===== src/hw/spsq_pkg.sv =====
// shared constants, register map and types of the slot power sequencer
package spsq_pkg;

	// ----------------------------------------------------------------
	// sizes
	// ----------------------------------------------------------------
	localparam int             RAIL_NUM  = 10;           // regulator enables
	localparam int             OUT_NUM   = 12;           // rails plus power good plus host reset
	localparam int             PG_IDX    = 10;
	localparam int             RST_IDX   = 11;
	localparam int             SLOT_W    = 8;
	localparam logic [7:0]     SLOT_LAST = 8'hfe;        // last usable slot, 254
	localparam logic [7:0]     SLOT_OFF  = 8'hff;        // output never switched
	localparam int             ADDR_W    = 8;
	localparam int             DATA_W    = 32;
	localparam int             TB_CYC_W  = 16;

	// ----------------------------------------------------------------
	// time base
	// ----------------------------------------------------------------
	localparam int             CLK_PERIOD_NS = 20;
	localparam int             TB30_NS   = 30000;
	localparam int             TB120_NS  = 120000;
	localparam int             TB250_NS  = 250000;
	localparam int             TB500_NS  = 500000;
	localparam int             TB30_CYC  = (TB30_NS + CLK_PERIOD_NS - 1) / CLK_PERIOD_NS;
	localparam int             TB120_CYC = (TB120_NS + CLK_PERIOD_NS - 1) / CLK_PERIOD_NS;
	localparam int             TB250_CYC = (TB250_NS + CLK_PERIOD_NS - 1) / CLK_PERIOD_NS;
	localparam int             TB500_CYC = (TB500_NS + CLK_PERIOD_NS - 1) / CLK_PERIOD_NS;
	localparam logic [1:0]     TB_SEL_30  = 2'h0;
	localparam logic [1:0]     TB_SEL_120 = 2'h1;
	localparam logic [1:0]     TB_SEL_250 = 2'h2;
	localparam logic [1:0]     TB_SEL_500 = 2'h3;

	// ----------------------------------------------------------------
	// one-time-programmable defaults, index 0 in the low byte
	// ----------------------------------------------------------------
	localparam logic [OUT_NUM*SLOT_W-1:0] OTP_SLOTS = {
		8'h0f, 8'h0f,                                  // host reset, power good
		8'h0e, 8'h0d, 8'h07, 8'h02, 8'h08,             // rails 9..5
		8'h03, 8'h01, 8'h06, 8'h04, 8'h05};            // rails 4..0
	localparam logic [1:0]     OTP_TB_SEL = TB_SEL_500;

	// ----------------------------------------------------------------
	// register map, byte addresses
	// ----------------------------------------------------------------
	localparam logic [7:0]     REG_SLOT_BASE = 8'h00;   // one word per output
	localparam logic [7:0]     REG_TB        = 8'h30;
	localparam logic [7:0]     REG_STAT      = 8'h34;
	localparam int             STAT_CNT_LSB   = 0;
	localparam int             STAT_FAULT_BIT = 8;
	localparam int             STAT_STATE_LSB = 9;
	localparam int             STAT_LINE_BIT  = 11;

	// ----------------------------------------------------------------
	// types
	// ----------------------------------------------------------------
	typedef enum logic [1:0] {
		ST_OFF  = 2'b00,
		ST_UP   = 2'b01,
		ST_ON   = 2'b10,
		ST_DOWN = 2'b11
	} spsq_state_type;

	typedef enum logic [1:0] {
		MODE_CLEAR = 2'b00,
		MODE_RISE  = 2'b01,
		MODE_FALL  = 2'b10
	} spsq_mode_type;

endpackage : spsq_pkg


===== src/hw/spsq_tick.sv =====
// time base divider producing one pulse per slot period
`timescale 1ns/100ps
module spsq_tick (
	input  wire logic                          CLK,
	input  wire logic                          NRST,
	input  wire logic                          RUN,
	input  wire logic                          EN,
	input  wire logic [spsq_pkg::TB_CYC_W-1:0] LIMIT,
	output logic                               TICK
);
	import spsq_pkg::*;

	logic [TB_CYC_W-1:0] cnt;
	logic [TB_CYC_W-1:0] next_cnt;
	logic                next_tick;

	// count only while running and enabled; >= guards a limit shrunk mid period
	always_comb begin
		next_cnt  = cnt;
		next_tick = 1'b0;
		if (!RUN) begin
			next_cnt = '0;
		end else if (EN) begin
			if (cnt >= LIMIT - 16'h0001) begin
				next_cnt  = '0;
				next_tick = 1'b1;
			end else begin
				next_cnt = cnt + 16'h0001;
			end
		end
	end

	always_ff @(posedge CLK or negedge NRST) begin
		if (!NRST) begin
			cnt  <= '0;
			TICK <= 1'b0;
		end else begin
			cnt  <= next_cnt;
			TICK <= next_tick;
		end
	end

	// a pulse only appears while the divider is allowed to run
	tick_gated_a: assert property (@(posedge CLK) disable iff (!NRST)
		TICK |-> $past(RUN) && $past(EN)) else $error("tick without run and enable");

endmodule : spsq_tick


===== src/hw/spsq_cell.sv =====
// one switched output that turns on at its slot and off at its mirrored slot
`timescale 1ns/100ps
module spsq_cell (
	input  wire logic                     CLK,
	input  wire logic                     NRST,
	input  wire logic [1:0]               MODE,
	input  wire logic [spsq_pkg::SLOT_W-1:0] COUNT,
	input  wire logic [spsq_pkg::SLOT_W-1:0] SLOT,
	input  wire logic                     ALLOW,
	output logic                          ON
);
	import spsq_pkg::*;

	logic next_on;

	// rising uses the slot as is, falling uses it mirrored from the last slot
	always_comb begin
		next_on = 1'b0;
		unique case (MODE)
			MODE_RISE: begin
				next_on = ALLOW && (ON || (SLOT != SLOT_OFF && COUNT >= SLOT));
			end
			MODE_FALL: begin
				next_on = ON && SLOT != SLOT_OFF && COUNT < SLOT_LAST - SLOT;
			end
			default: begin
				next_on = 1'b0;
			end
		endcase
	end

	always_ff @(posedge CLK or negedge NRST) begin
		if (!NRST) begin
			ON <= 1'b0;
		end else begin
			ON <= next_on;
		end
	end

	// an output never switches on early
	cell_rise_a: assert property (@(posedge CLK) disable iff (!NRST)
		$rose(ON) |-> $past(COUNT) >= $past(SLOT) && $past(MODE) == MODE_RISE)
		else $error("output turned on before its slot");

endmodule : spsq_cell


===== src/hw/spsq_top.sv =====
// slot power sequencer: configuration registers, sequence state and sync line
//
// The strobed register port and the placing of the registers are this design's own decisions.
`timescale 1ns/100ps

module spsq_top #(
	parameter int TB0_CYC = spsq_pkg::TB30_CYC,
	parameter int TB1_CYC = spsq_pkg::TB120_CYC,
	parameter int TB2_CYC = spsq_pkg::TB250_CYC,
	parameter int TB3_CYC = spsq_pkg::TB500_CYC
) (
	input  wire logic                            CLK,
	input  wire logic                            NRST,
	input  wire logic [spsq_pkg::ADDR_W-1:0]     ADDR,
	input  wire logic [spsq_pkg::DATA_W-1:0]     WDATA,
	input  wire logic                            WR,
	input  wire logic                            RD,
	output logic      [spsq_pkg::DATA_W-1:0]     RDATA,
	input  wire logic                            POWER_ON_REQUEST,
	input  wire logic                            SUPPLY_READY,
	input  wire logic [spsq_pkg::RAIL_NUM-1:0]   RAIL_FAULT,
	output logic      [spsq_pkg::RAIL_NUM-1:0]   RAIL_ENABLE,
	output logic                                 POWER_GOOD_OUT,
	output logic                                 HOST_RESET_OUT_N,
	input  wire logic                            SEQUENCE_SYNC_LINE_I,
	output logic                                 SEQUENCE_SYNC_LINE_O,
	output logic                                 SEQUENCE_SYNC_LINE_OE_N
);
	import spsq_pkg::*;

	// ----------------------------------------------------------------
	// declarations
	// ----------------------------------------------------------------
	logic [SLOT_W-1:0]   slot_cfg [OUT_NUM];
	logic [SLOT_W-1:0]   next_slot_cfg [OUT_NUM];
	logic [1:0]          tb_sel;
	logic [1:0]          next_tb_sel;
	logic [DATA_W-1:0]   next_rdata;
	spsq_state_type      state;
	spsq_state_type      next_state;
	logic [SLOT_W-1:0]   count;
	logic [SLOT_W-1:0]   next_count;
	logic                fault_seen;
	logic                next_fault_seen;
	logic                next_oe_n;
	logic [TB_CYC_W-1:0] tb_limit;
	logic                busy;
	logic                tick;
	logic                fault_now;
	logic [1:0]          cell_mode;
	logic [OUT_NUM-1:0]  out_on;
	logic [OUT_NUM-1:0]  allow;
	logic [5:0]          word_idx;

	assign word_idx = ADDR[7:2];

	// ----------------------------------------------------------------
	// register file
	// ----------------------------------------------------------------
	// writes are taken in any state; a slot changed mid sequence acts at once
	always_comb begin
		for (int i = 0; i < OUT_NUM; i++) begin
			next_slot_cfg[i] = slot_cfg[i];
			if (WR && ADDR[1:0] == 2'h0 && int'(word_idx) == i) begin
				next_slot_cfg[i] = WDATA[SLOT_W-1:0];
			end
		end
		next_tb_sel = tb_sel;
		if (WR && ADDR == REG_TB) begin
			next_tb_sel = WDATA[1:0];
		end
	end

	// read data stand only in the cycle after the strobe, unmapped reads give zero
	always_comb begin
		next_rdata = '0;
		if (RD) begin
			if (ADDR[1:0] == 2'h0 && int'(word_idx) < OUT_NUM) begin
				next_rdata[SLOT_W-1:0] = slot_cfg[word_idx[3:0]];
			end else if (ADDR == REG_TB) begin
				next_rdata[1:0] = tb_sel;
			end else if (ADDR == REG_STAT) begin
				next_rdata[STAT_CNT_LSB +: SLOT_W]  = count;
				next_rdata[STAT_FAULT_BIT]         = fault_seen;
				next_rdata[STAT_STATE_LSB +: 2]    = state;
				next_rdata[STAT_LINE_BIT]          = SEQUENCE_SYNC_LINE_I;
			end
		end
	end

	// reset loads the programmed defaults, so the default sequence needs no software
	always_ff @(posedge CLK or negedge NRST) begin
		if (!NRST) begin
			for (int i = 0; i < OUT_NUM; i++) begin
				slot_cfg[i] <= OTP_SLOTS[i*SLOT_W +: SLOT_W];
			end
			tb_sel <= OTP_TB_SEL;
			RDATA  <= '0;
		end else begin
			for (int i = 0; i < OUT_NUM; i++) begin
				slot_cfg[i] <= next_slot_cfg[i];
			end
			tb_sel <= next_tb_sel;
			RDATA  <= next_rdata;
		end
	end

	// ----------------------------------------------------------------
	// time base
	// ----------------------------------------------------------------
	// the chosen base sets slot spacing for power-up and power-down alike
	always_comb begin
		tb_limit = TB_CYC_W'(TB0_CYC);
		unique case (tb_sel)
			TB_SEL_30:  tb_limit = TB_CYC_W'(TB0_CYC);
			TB_SEL_120: tb_limit = TB_CYC_W'(TB1_CYC);
			TB_SEL_250: tb_limit = TB_CYC_W'(TB2_CYC);
			TB_SEL_500: tb_limit = TB_CYC_W'(TB3_CYC);
		endcase
	end

	assign busy = (state == ST_UP) || (state == ST_DOWN);

	// the divider freezes while any sequencer holds the line low
	spsq_tick u_tick (
		.CLK   (CLK),
		.NRST  (NRST),
		.RUN   (busy),
		.EN    (SEQUENCE_SYNC_LINE_I),
		.LIMIT (tb_limit),
		.TICK  (tick)
	);

	// ----------------------------------------------------------------
	// sequence state
	// ----------------------------------------------------------------
	assign fault_now = |(RAIL_FAULT & RAIL_ENABLE);

	// a drop of the request during power-up mirrors the count so the rails
	// already on go down in reverse order without waiting for the last slot
	always_comb begin
		next_state      = state;
		next_count      = count;
		next_fault_seen = fault_seen;
		unique case (state)
			ST_OFF: begin
				if (POWER_ON_REQUEST && SUPPLY_READY) begin
					next_state      = ST_UP;
					next_count      = '0;
					next_fault_seen = 1'b0;
				end
			end
			ST_UP: begin
				next_fault_seen = fault_seen | fault_now;
				if (!POWER_ON_REQUEST) begin
					next_state = ST_DOWN;
					next_count = SLOT_LAST - count;
				end else if (tick && SEQUENCE_SYNC_LINE_I) begin
					if (count == SLOT_LAST) begin
						next_state = ST_ON;
					end else begin
						next_count = count + 8'h01;
					end
				end
			end
			ST_ON: begin
				next_fault_seen = fault_seen | fault_now;
				if (!POWER_ON_REQUEST) begin
					next_state = ST_DOWN;
					next_count = '0;
				end
			end
			ST_DOWN: begin
				if (tick && SEQUENCE_SYNC_LINE_I) begin
					if (count == SLOT_LAST) begin
						next_state = ST_OFF;
					end else begin
						next_count = count + 8'h01;
					end
				end
			end
		endcase
	end

	// pull the shared line low on a rail fault during power-up or on, or while a request waits for supply
	always_comb begin
		next_oe_n = 1'b1;
		if ((state != ST_OFF && state != ST_DOWN) && fault_now) begin
			next_oe_n = 1'b0;
		end else if (state == ST_OFF && POWER_ON_REQUEST && !SUPPLY_READY) begin
			next_oe_n = 1'b0;
		end
	end

	always_ff @(posedge CLK or negedge NRST) begin
		if (!NRST) begin
			state                   <= ST_OFF;
			count                   <= '0;
			fault_seen              <= 1'b0;
			SEQUENCE_SYNC_LINE_OE_N <= 1'b1;
			SEQUENCE_SYNC_LINE_O    <= 1'b0;
		end else begin
			state                   <= next_state;
			count                   <= next_count;
			fault_seen              <= next_fault_seen;
			SEQUENCE_SYNC_LINE_OE_N <= next_oe_n;
			SEQUENCE_SYNC_LINE_O    <= 1'b0;      // open drain only ever pulls low
		end
	end

	// ----------------------------------------------------------------
	// switched outputs
	// ----------------------------------------------------------------
	always_comb begin
		cell_mode = MODE_CLEAR;
		unique case (state)
			ST_OFF:  cell_mode = MODE_CLEAR;
			ST_UP:   cell_mode = MODE_RISE;
			ST_ON:   cell_mode = MODE_RISE;
			ST_DOWN: cell_mode = MODE_FALL;
		endcase
	end

	// power good and reset release are vetoed by any fault seen so far
	always_comb begin
		allow          = '1;
		allow[PG_IDX]  = !fault_seen && !fault_now;
		allow[RST_IDX] = !fault_seen && !fault_now;
	end

	for (genvar g = 0; g < OUT_NUM; g++) begin : g_cell
		spsq_cell u_cell (
			.CLK   (CLK),
			.NRST  (NRST),
			.MODE  (cell_mode),
			.COUNT (count),
			.SLOT  (slot_cfg[g]),
			.ALLOW (allow[g]),
			.ON    (out_on[g])
		);
	end

	assign RAIL_ENABLE      = out_on[RAIL_NUM-1:0];
	assign POWER_GOOD_OUT   = out_on[PG_IDX];
	assign HOST_RESET_OUT_N = out_on[RST_IDX]; // high means released

	// ----------------------------------------------------------------
	// checks
	// ----------------------------------------------------------------
	logic [TB_CYC_W-1:0] gap;

	// mirrors the divider count, so the first period after a start is judged like the rest
	always_ff @(posedge CLK or negedge NRST) begin
		if (!NRST) begin
			gap <= '0;
		end else if (!busy) begin
			gap <= '0;
		end else if (tick) begin
			gap <= {15'h0000, SEQUENCE_SYNC_LINE_I};
		end else if (SEQUENCE_SYNC_LINE_I) begin
			gap <= gap + 16'h0001;
		end
	end

	start_up_a: assert property (@(posedge CLK) disable iff (!NRST)
		state == ST_OFF && POWER_ON_REQUEST && SUPPLY_READY |=> state == ST_UP && count == 8'h00)
		else $error("power-up did not start on request");

	down_on_drop_a: assert property (@(posedge CLK) disable iff (!NRST)
		(state == ST_UP || state == ST_ON) && !POWER_ON_REQUEST |=> state == ST_DOWN)
		else $error("power-down did not start on request low");

	reset_fault_a: assert property (@(posedge CLK) disable iff (!NRST)
		fault_seen |=> !HOST_RESET_OUT_N && !POWER_GOOD_OUT)
		else $error("reset released after a fault");

	reset_slot_a: assert property (@(posedge CLK) disable iff (!NRST)
		$rose(HOST_RESET_OUT_N) |-> $past(count) >= $past(slot_cfg[RST_IDX])
			&& $past(state) != ST_DOWN && !$past(fault_seen))
		else $error("reset released before its slot");

	pause_sync_a: assert property (@(posedge CLK) disable iff (!NRST)
		(state == ST_DOWN || (state == ST_UP && POWER_ON_REQUEST)) && !SEQUENCE_SYNC_LINE_I
			|=> count == $past(count))
		else $error("slot advanced while sync line low");

	slot_spacing_a: assert property (@(posedge CLK) disable iff (!NRST)
		tick && busy |-> gap == tb_limit)
		else $error("slot period differs from time base");

	sync_pull_a: assert property (@(posedge CLK) disable iff (!NRST)
		state == ST_UP && fault_now |=> !SEQUENCE_SYNC_LINE_OE_N && !SEQUENCE_SYNC_LINE_O)
		else $error("sync line not pulled on fault");

	for (genvar r = 0; r < RAIL_NUM; r++) begin : g_chk
		rail_down_a: assert property (@(posedge CLK) disable iff (!NRST)
			$fell(RAIL_ENABLE[r]) |-> $past(state) != ST_UP
				&& ($past(state) == ST_OFF || $past(count) >= SLOT_LAST - $past(slot_cfg[r])))
			else $error("rail dropped outside its mirrored slot");
		rail_up_a: assert property (@(posedge CLK) disable iff (!NRST)
			$rose(RAIL_ENABLE[r]) |-> $past(count) >= $past(slot_cfg[r])
				&& ($past(state) == ST_UP || $past(state) == ST_ON))
			else $error("rail enabled out of slot order");
	end

endmodule : spsq_top


===== config.mk =====
export PLATFORM = sky130hd
export DESIGN_NAME = spsq_top
export DESIGN_NICKNAME = d
export VERILOG_FILES = /design/src/hw/spsq_pkg.sv /design/src/hw/spsq_tick.sv /design/src/hw/spsq_cell.sv /design/src/hw/spsq_top.sv
export SDC_FILE = /design/constraint.sdc
export NUM_CORES = 1
export LEC_CHECK = 0
export ABC_AREA = 1
export BUFFER_PORTS_ARGS = -buffer_cell sky130_fd_sc_hd__buf_2
export CORE_UTILIZATION = 40
export CTS_CLUSTER_DIAMETER = 100
export CTS_CLUSTER_SIZE = 40
export DETAILED_ROUTE_END_ITERATION = 12
export SLEW_MARGIN = 20
export SYNTH_ARGS = -nofsm -noshare
export SYNTH_HDL_FRONTEND = slang
export SYNTH_SLANG_ARGS = --single-unit
export TNS_END_PERCENT = 1

===== constraint.sdc =====
create_clock -name CLK -period 2.2 [get_ports CLK]
set_input_delay 0.33 -clock CLK [delete_from_list [all_inputs] [get_ports CLK]]
set_output_delay 0.33 -clock CLK [all_outputs]
set_load 0.05 [all_outputs]

==> results of run 1 <==
[flip-flops by register name, summed over array words and instances, names as in the netlist]
register / cells
slot_cfg: 96
u_tick.cnt: 16
RDATA: 12
g_cell.u_cell.ON: 12
count: 8
state: 2
tb_sel: 2
SEQUENCE_SYNC_LINE_OE_N: 1
fault_seen: 1
u_tick.TICK: 1
[worst reg2reg max path, cell delays in order (launching register included)]
cell,delay [ns]
dfstp_2,0.59
inv_4,0.07
ha_4,0.17
inv_4,0.06
ha_4,0.14
nor2_4,0.04
nor3_2,0.10
nand2_1,0.09
ha_1,0.29
nand2_1,0.06
inv_1,0.05
o21ai_1,0.07
a21oi_1,0.08
nor2_2,0.15
nand3b_1,0.18
buf_6,0.19
a21oi_2,0.13
[cells in the mapped netlist (2+ instances only)]
library cell	count	area [µm²]
nand2_1	450	1690
ha_1	223	2790
inv_1	214	803
o21ai_0	145	726
a21oi_1	135	676
dfrtp_1	121	3030
nor2_1	96	360
nand3_1	87	435
xor2_1	81	709
o22ai_1	36	225
clkbuf_1	35	131
buf_4	33	248
dfstp_2	30	788
nand4_1	30	188
nor3_1	25	125
o21a_1	24	180
buf_6	9	101
buf_2	6	30.0
o21ai_1	5	25.0
xnor2_1	5	43.8
a31oi_1	3	18.8
nor3_2	3	30.0
nor4_1	3	18.8
o2111ai_1	3	26.3
clkinv_1	2	7.51
conb_1	2	7.51
nand3b_1	2	15.0
o211ai_1	2	15.0
o21bai_1	2	15.0
[cell type report]
type / count / area share
multi-input combinational: 1392 / 0.553
sequential: 151 / 0.244
timing repair buffer: 170 / 0.0784
inverter: 216 / 0.0522
tap: 448 / 0.0359
clock buffer: 17 / 0.0272
clock inverter: 15 / 0.00897
[path summary, 6_finish.rpt]
check	start	to	slack [ns]	depth (start not counted)
max in group asynchronous	NRST	slot_cfg[17]$_DFFE_PN1P_	1.05	3
worst max-delay path	tb_sel[0]$_DFFE_PN1P_	u_tick.cnt[3]$_DFFE_PN0P_	-0.30	16
worst min-delay path	POWER_ON_REQUEST	SEQUENCE_SYNC_LINE_OE_N$_DFF_PN1_	0.11	2
worst min register to register	slot_cfg[11]$_DFFE_PN1P_	slot_cfg[11]$_DFFE_PN1P_	0.50	2
worst max register to register	tb_sel[0]$_DFFE_PN1P_	u_tick.cnt[3]$_DFFE_PN0P_	-0.30	16
min in group asynchronous	NRST	u_tick.cnt[9]$_DFFE_PN0P_	0.43	2
[cells by family (layout without fill, tap and decap cells)]
family,Yosys count,after routing,share of synthesized area
xor+xnor,86,86,0.0556
simple gates,700,700,0.213
buf+inv,300,418,0.0980
other cells,2,22,0.000555
fa+ha+maj,223,223,0.206
flops,151,151,0.282
compound gates,361,361,0.145
[routing by layer]
metal	share of wire	global-route usage	vias to the layer above
li1	-	-	6271
met1	0.46	0.316	5893
met2	0.48	0.408	312
met3	0.044	0.0323	43
met4	0.021	0.0702	0
met5	0	0	-
[report_power, final]
| group | total, µW | internal (µW) | switching [µW] |
|---|---|---|---|
| sequential | 3370 | 3100 | 275 |
| combinational | 6600 | 2320 | 4280 |
| clock | 2930 | 1580 | 1350 |
| total | 12900 | 7000 | 5900 |
[through the flow]
stage	cells	worst slack, ns
3_5_place_dp	2372	-0.388
3_3_place_gp	2372	-0.317
5_1_grt	2409	-0.472
4_1_cts	2409	-0.278
2_1_floorplan	1843	-0.245
6_report	2409	-0.304
[what timing repair did]
action                     CTS  global route
resized for setup           24            25
hold buffers                 1             0
cloned                       1             0
setup buffers                3             0
setup endpoints to repair   19            28
pin swaps                   11             2
hold endpoints to repair    48             0
==> impl_metrics.toml, run 1 <==
[run_status]
outcome = "finished, violations left"
violations = "setup timing"

[floorplanning]
pin_count = 103
core_area_um2 = 33400
start_util = 0.405
die-width_um = 186
die_h_um = 186
rows = 67
die-area_um2 = 34600

[cells_and_area]
insertedDiodeCount = 0
design_area_um2 = 15600
final_util = 0.467
multiInputGateArea_um2 = 8650
layout_common_cells = "nand2_1, ha_1, inv_1, o21ai_0, a21oi_1"
area_delta_synth_final_pct = 15.5
fillCellCount = 3331
regArea_um2 = 3820
nets = 2228
final_common_cell = "nand2_1"
drive_above_1_share = 0.141

[pwr]
powerDensity_nw_per_um2 = 826
ir_drop_uv = 546
power_uw = 12900
p_leak_uw = 0.00768

[critical_path]
critPathBufInv = 4
slowest_delay_ns = 0.59
worst-setup-path-type = "flip-flop to flip-flop"
cp_data_arrival_time_ns = 2.87
slowest_stage = "dfstp_2"
worstSetupEndpointType = "flip-flop"
crit_required_ns = 2.57
cp_cell_sequence = "inv_4, ha_4, inv_4, ha_4, nor2_4, nor3_2, nand2_1, ha_1, nand2_1, inv_1, o21ai_1, a21oi_1, nor2_2, nand3b_1, buf_6, a21oi_2"
cp_top_family = "simple AND/OR/NAND/NOR gates"
start_kind = "flip-flop"
worst-path-max-fanout = 5

[grt]
grt_pass1_wl_mm = 63.5
antenna_found_initial = 0
grt_max_degree = 59
grt_pass1_vias = 11900
grtUsageTotal = 0.240
globalRoute.totalOverflow = 0

[timing]
hold_viol_final = 0
fin_setup_tns_ns = -4.01
relSlewSlack = 0.420
fin_crit_sh = 1.14
fin_ws_ns = -0.304
fmax_mhz = 399
setup_viol = 17
slew_violations = 0
rsz0062_at_grt = "yes"
worstMarginPinSlew_ns = 0.870
finalCriticalPeriod_ns = 2.50
hold_ws_ns = 0.111
fin_skew_ns = 0.0106

[drt]
post_drt_wl_per_cell_um = 16.5
via_count = 12500
routed_wl_mm = 39.8
drc_errors = 0
drt-vias-per-instance = 5.20
antenna_left = 0
first_pass_iters = 8
drt_iter0_markers = 950

[synthesis]
synth-seq-area-share = 0.282
ys_ff_latch = 151
yosys_warnings = 0
synthFlopType = "dfrtp_1"
syn_inst = 1823
yosysUniqueCellTypes = 40
synth-edff-count = 0
synth.avg_cell_area_um2 = 7.43
synthArstFlopShare = 1.00
syn-cell-area_um2 = 13500

[clock_tree]
cts_buffers = 17
clock_path_buffers = 2
clock_sink_count = 151
ctsRootBufferMaster = "clkbuf_16"
clk_latency_ns = 0.44
cts_tree = "built"
htreeDepth = 4
clkTransAtPathRegs_ns = 0.07

[placement]
post-dp-hpwl_mm = 29.8
port_buffers = 57
place_congestion = 0.907
dpl_cell_area_um2 = 14900

[run]
max_cap_violations = 0

[hold_path]
hp-class = "input pin to flip-flop"
Note: power is estimated with default switching activity, not from simulation.
==> inputs of run 2 (changes only) <==
- clock period: 2.2 -> 2.5 ns (I/O delays scaled with it)
==> impl_metrics.toml, run 2 (same netlist as run 1, synthesis figures left out) <==
[clock_tree]
cts_buffers = 17
clock_path_buffers = 2
cts_tree = "built"
ctsRootBufferMaster = "clkbuf_16"
htreeDepth = 4
clock_sink_count = 151
clkTransAtPathRegs_ns = 0.07
clk_latency_ns = 0.45

[drt]
antenna_left = 0
drc_errors = 0
post_drt_wl_per_cell_um = 17.1
first_pass_iters = 5
via_count = 12400
drt_iter0_markers = 848
drt-vias-per-instance = 5.23
routed_wl_mm = 40.4

[cells_and_area]
fillCellCount = 3311
nets = 2180
layout_common_cells = "nand2_1, ha_1, inv_1, o21ai_0, a21oi_1"
largest_register_ffs = 96
final_common_cell = "nand2_1"
drive_above_1_share = 0.119
area_delta_synth_final_pct = 13.0
regMostFlops = "slot_cfg"
top_regs = "slot_cfg (96), u_tick.cnt (16)"

[grt]
grtUsageTotal = 0.243
globalRoute.totalOverflow = 0
grt_pass1_wl_mm = 63.9
grt_pass1_vias = 11700
antenna_found_initial = 2
grt_max_degree = 64

[critical_path]
cp_cell_sequence = "buf_6, ha_4, inv_4, ha_4, nor2_4, buf_4, ha_1, nand2_2, inv_2, o21ai_2, a21oi_2, nor2_2, nand3b_1, buf_6, a21oi_2"
worst-setup-path-type = "flip-flop to flip-flop"
critPathBufInv = 5
reg2reg_from = "tb_sel[1]$_DFFE_PN1P_"
cp_top_family = "flip-flops"
crit_required_ns = 2.87
r2r-end = "u_tick.cnt[9]$_DFFE_PN0P_"
worst-path-max-fanout = 5
reg2regPathDepth = 15
cp_data_arrival_time_ns = 2.84
reg2reg_slack_ns = 0.03
start_kind = "flip-flop"
worstSetupEndpointType = "flip-flop"
slowest_delay_ns = 0.61
slowest_stage = "dfstp_2"

[hold_path]
holdPathStages = 2
min-delay-start = "POWER_ON_REQUEST"
hp-class = "input pin to flip-flop"
min_to = "SEQUENCE_SYNC_LINE_OE_N$_DFF_PN1_"

[floorplanning]
pin_count = 103
core_area_um2 = 33400
start_util = 0.405
rows = 67
die-width_um = 186
die-area_um2 = 34600
die_h_um = 186

[placement]
post-dp-hpwl_mm = 29.7
port_buffers = 57
place_congestion = 0.938

[timing]
slew_violations = 0
fin_crit_sh = 0.986
finalCriticalPeriod_ns = 2.47
fmax_mhz = 406
worstMarginPinSlew_ns = 0.759
fin_setup_tns_ns = 0
rsz0062_at_grt = "yes"
hold_viol_final = 0
relSlewSlack = 0.493
fin_skew_ns = 0.0206
setup_viol = 0

[run]
max_cap_violations = 0

[pwr]
power_uw = 11400
powerDensity_nw_per_um2 = 743
ir_drop_uv = 716
p_leak_uw = 0.00743

[run_status]
outcome = "finished clean"
[run 2: changes by cell type in the layout (fill, tap and decap cells not counted), moves of 4 or more]
| cell | change |
|---|---|
| nand2_1 | -4 |
| buf_4 | -49 |
| nand2_2 | +4 |
| nor2_2 | -5 |
| o21ai_1 | -5 |
| clkinv_4 | +4 |
| inv_6 | -4 |
| nor2_1 | +5 |
| ha_4 | +4 |
[run 2: timing repair]
item                                   4_1_cts  5_1_grt
endpoints found under the hold margin       44        0
hold buffers                                 1        0
setup buffers                                2        6
pin swaps                                    9       15
gates resized for setup                     25       30
setup endpoints to repair                   16       21
cloned                                       1        0
[run 2: power breakdown]
part / switching, µW / total [µW] / internal (µW) / leakage, µW
registers: 257 / 2990 / 2730 / 0.00196
logic: 3750 / 5710 / 1960 / 0.00518
clock network: 1140 / 2680 / 1540 / 0.000288
[run 2: worst max path at each step]
stage	startpoint	end	slack, ns	cells after the start
after CTS	tb_sel[0]$_DFFE_PN1P_	u_tick.cnt[3]$_DFFE_PN0P_	-0.03	15
after global routing	tb_sel[1]$_DFFE_PN1P_	u_tick.cnt[6]$_DFFE_PN0P_	-0.07	15
after detailed placement	tb_sel[0]$_DFFE_PN1P_	u_tick.cnt[14]$_DFFE_PN0P_	-0.13	10
after floorplan	tb_sel[0]$_DFFE_PN1P_	u_tick.cnt[10]$_DFFE_PN0P_	0.02	15
final	tb_sel[1]$_DFFE_PN1P_	u_tick.cnt[9]$_DFFE_PN0P_	0.03	15
after global placement	tb_sel[0]$_DFFE_PN1P_	u_tick.cnt[14]$_DFFE_PN0P_	-0.03	15
[run 2: per-layer routing]
| layer | vias to the layer above | GRT usage | share of wire | routed length [µm] |
|---|---|---|---|---|
| met4 | 0 | 0.0669 | 0.016 | 662 |
| met2 | 358 | 0.398 | 0.46 | 18700 |
| met5 | - | 0 | 0 | 0 |
| li1 | 6167 | - | - | - |
| met3 | 48 | 0.0366 | 0.060 | 2420 |
| met1 | 5786 | 0.331 | 0.46 | 18600 |
[run 2: final cells by class]
type	count	area (µm²)	area share
antenna	1	2.50	0.000164
clock buffer	20	457	0.0298
clock inverter	12	141	0.00924
inverter	216	813	0.0532
multi-input combinational	1392	8660	0.566
sequential	151	3820	0.249
tap	448	561	0.0366
timing repair buffer	122	851	0.0556
[run 2: worst reg2reg max path, stage by stage, from the launching register on]
cell and delay [ns]:
dfstp_2 0.61, buf_6 0.12, ha_4 0.14, inv_4 0.04
ha_4 0.16, nor2_4 0.09, buf_4 0.11, ha_1 0.22
nand2_2 0.08, inv_2 0.04, o21ai_2 0.05, a21oi_2 0.07
nor2_2 0.17, nand3b_1 0.19, buf_6 0.19, a21oi_2 0.12
[run 2: through the flow]
stage	cells	instance area, µm²	setup WS [ns]	util	hold WS (ns)
floorplan	1843	13600	0.0221	-	0.0794
global placement	2320	14400	-0.0337	0.431	0.425
detailed placement	2320	14400	-0.131	0.431	0.422
CTS	2356	15100	-0.0267	0.453	0.166
global route	2361	15300	-0.0723	0.457	0.195
finish	2362	15300	0.0349	0.457	0.182
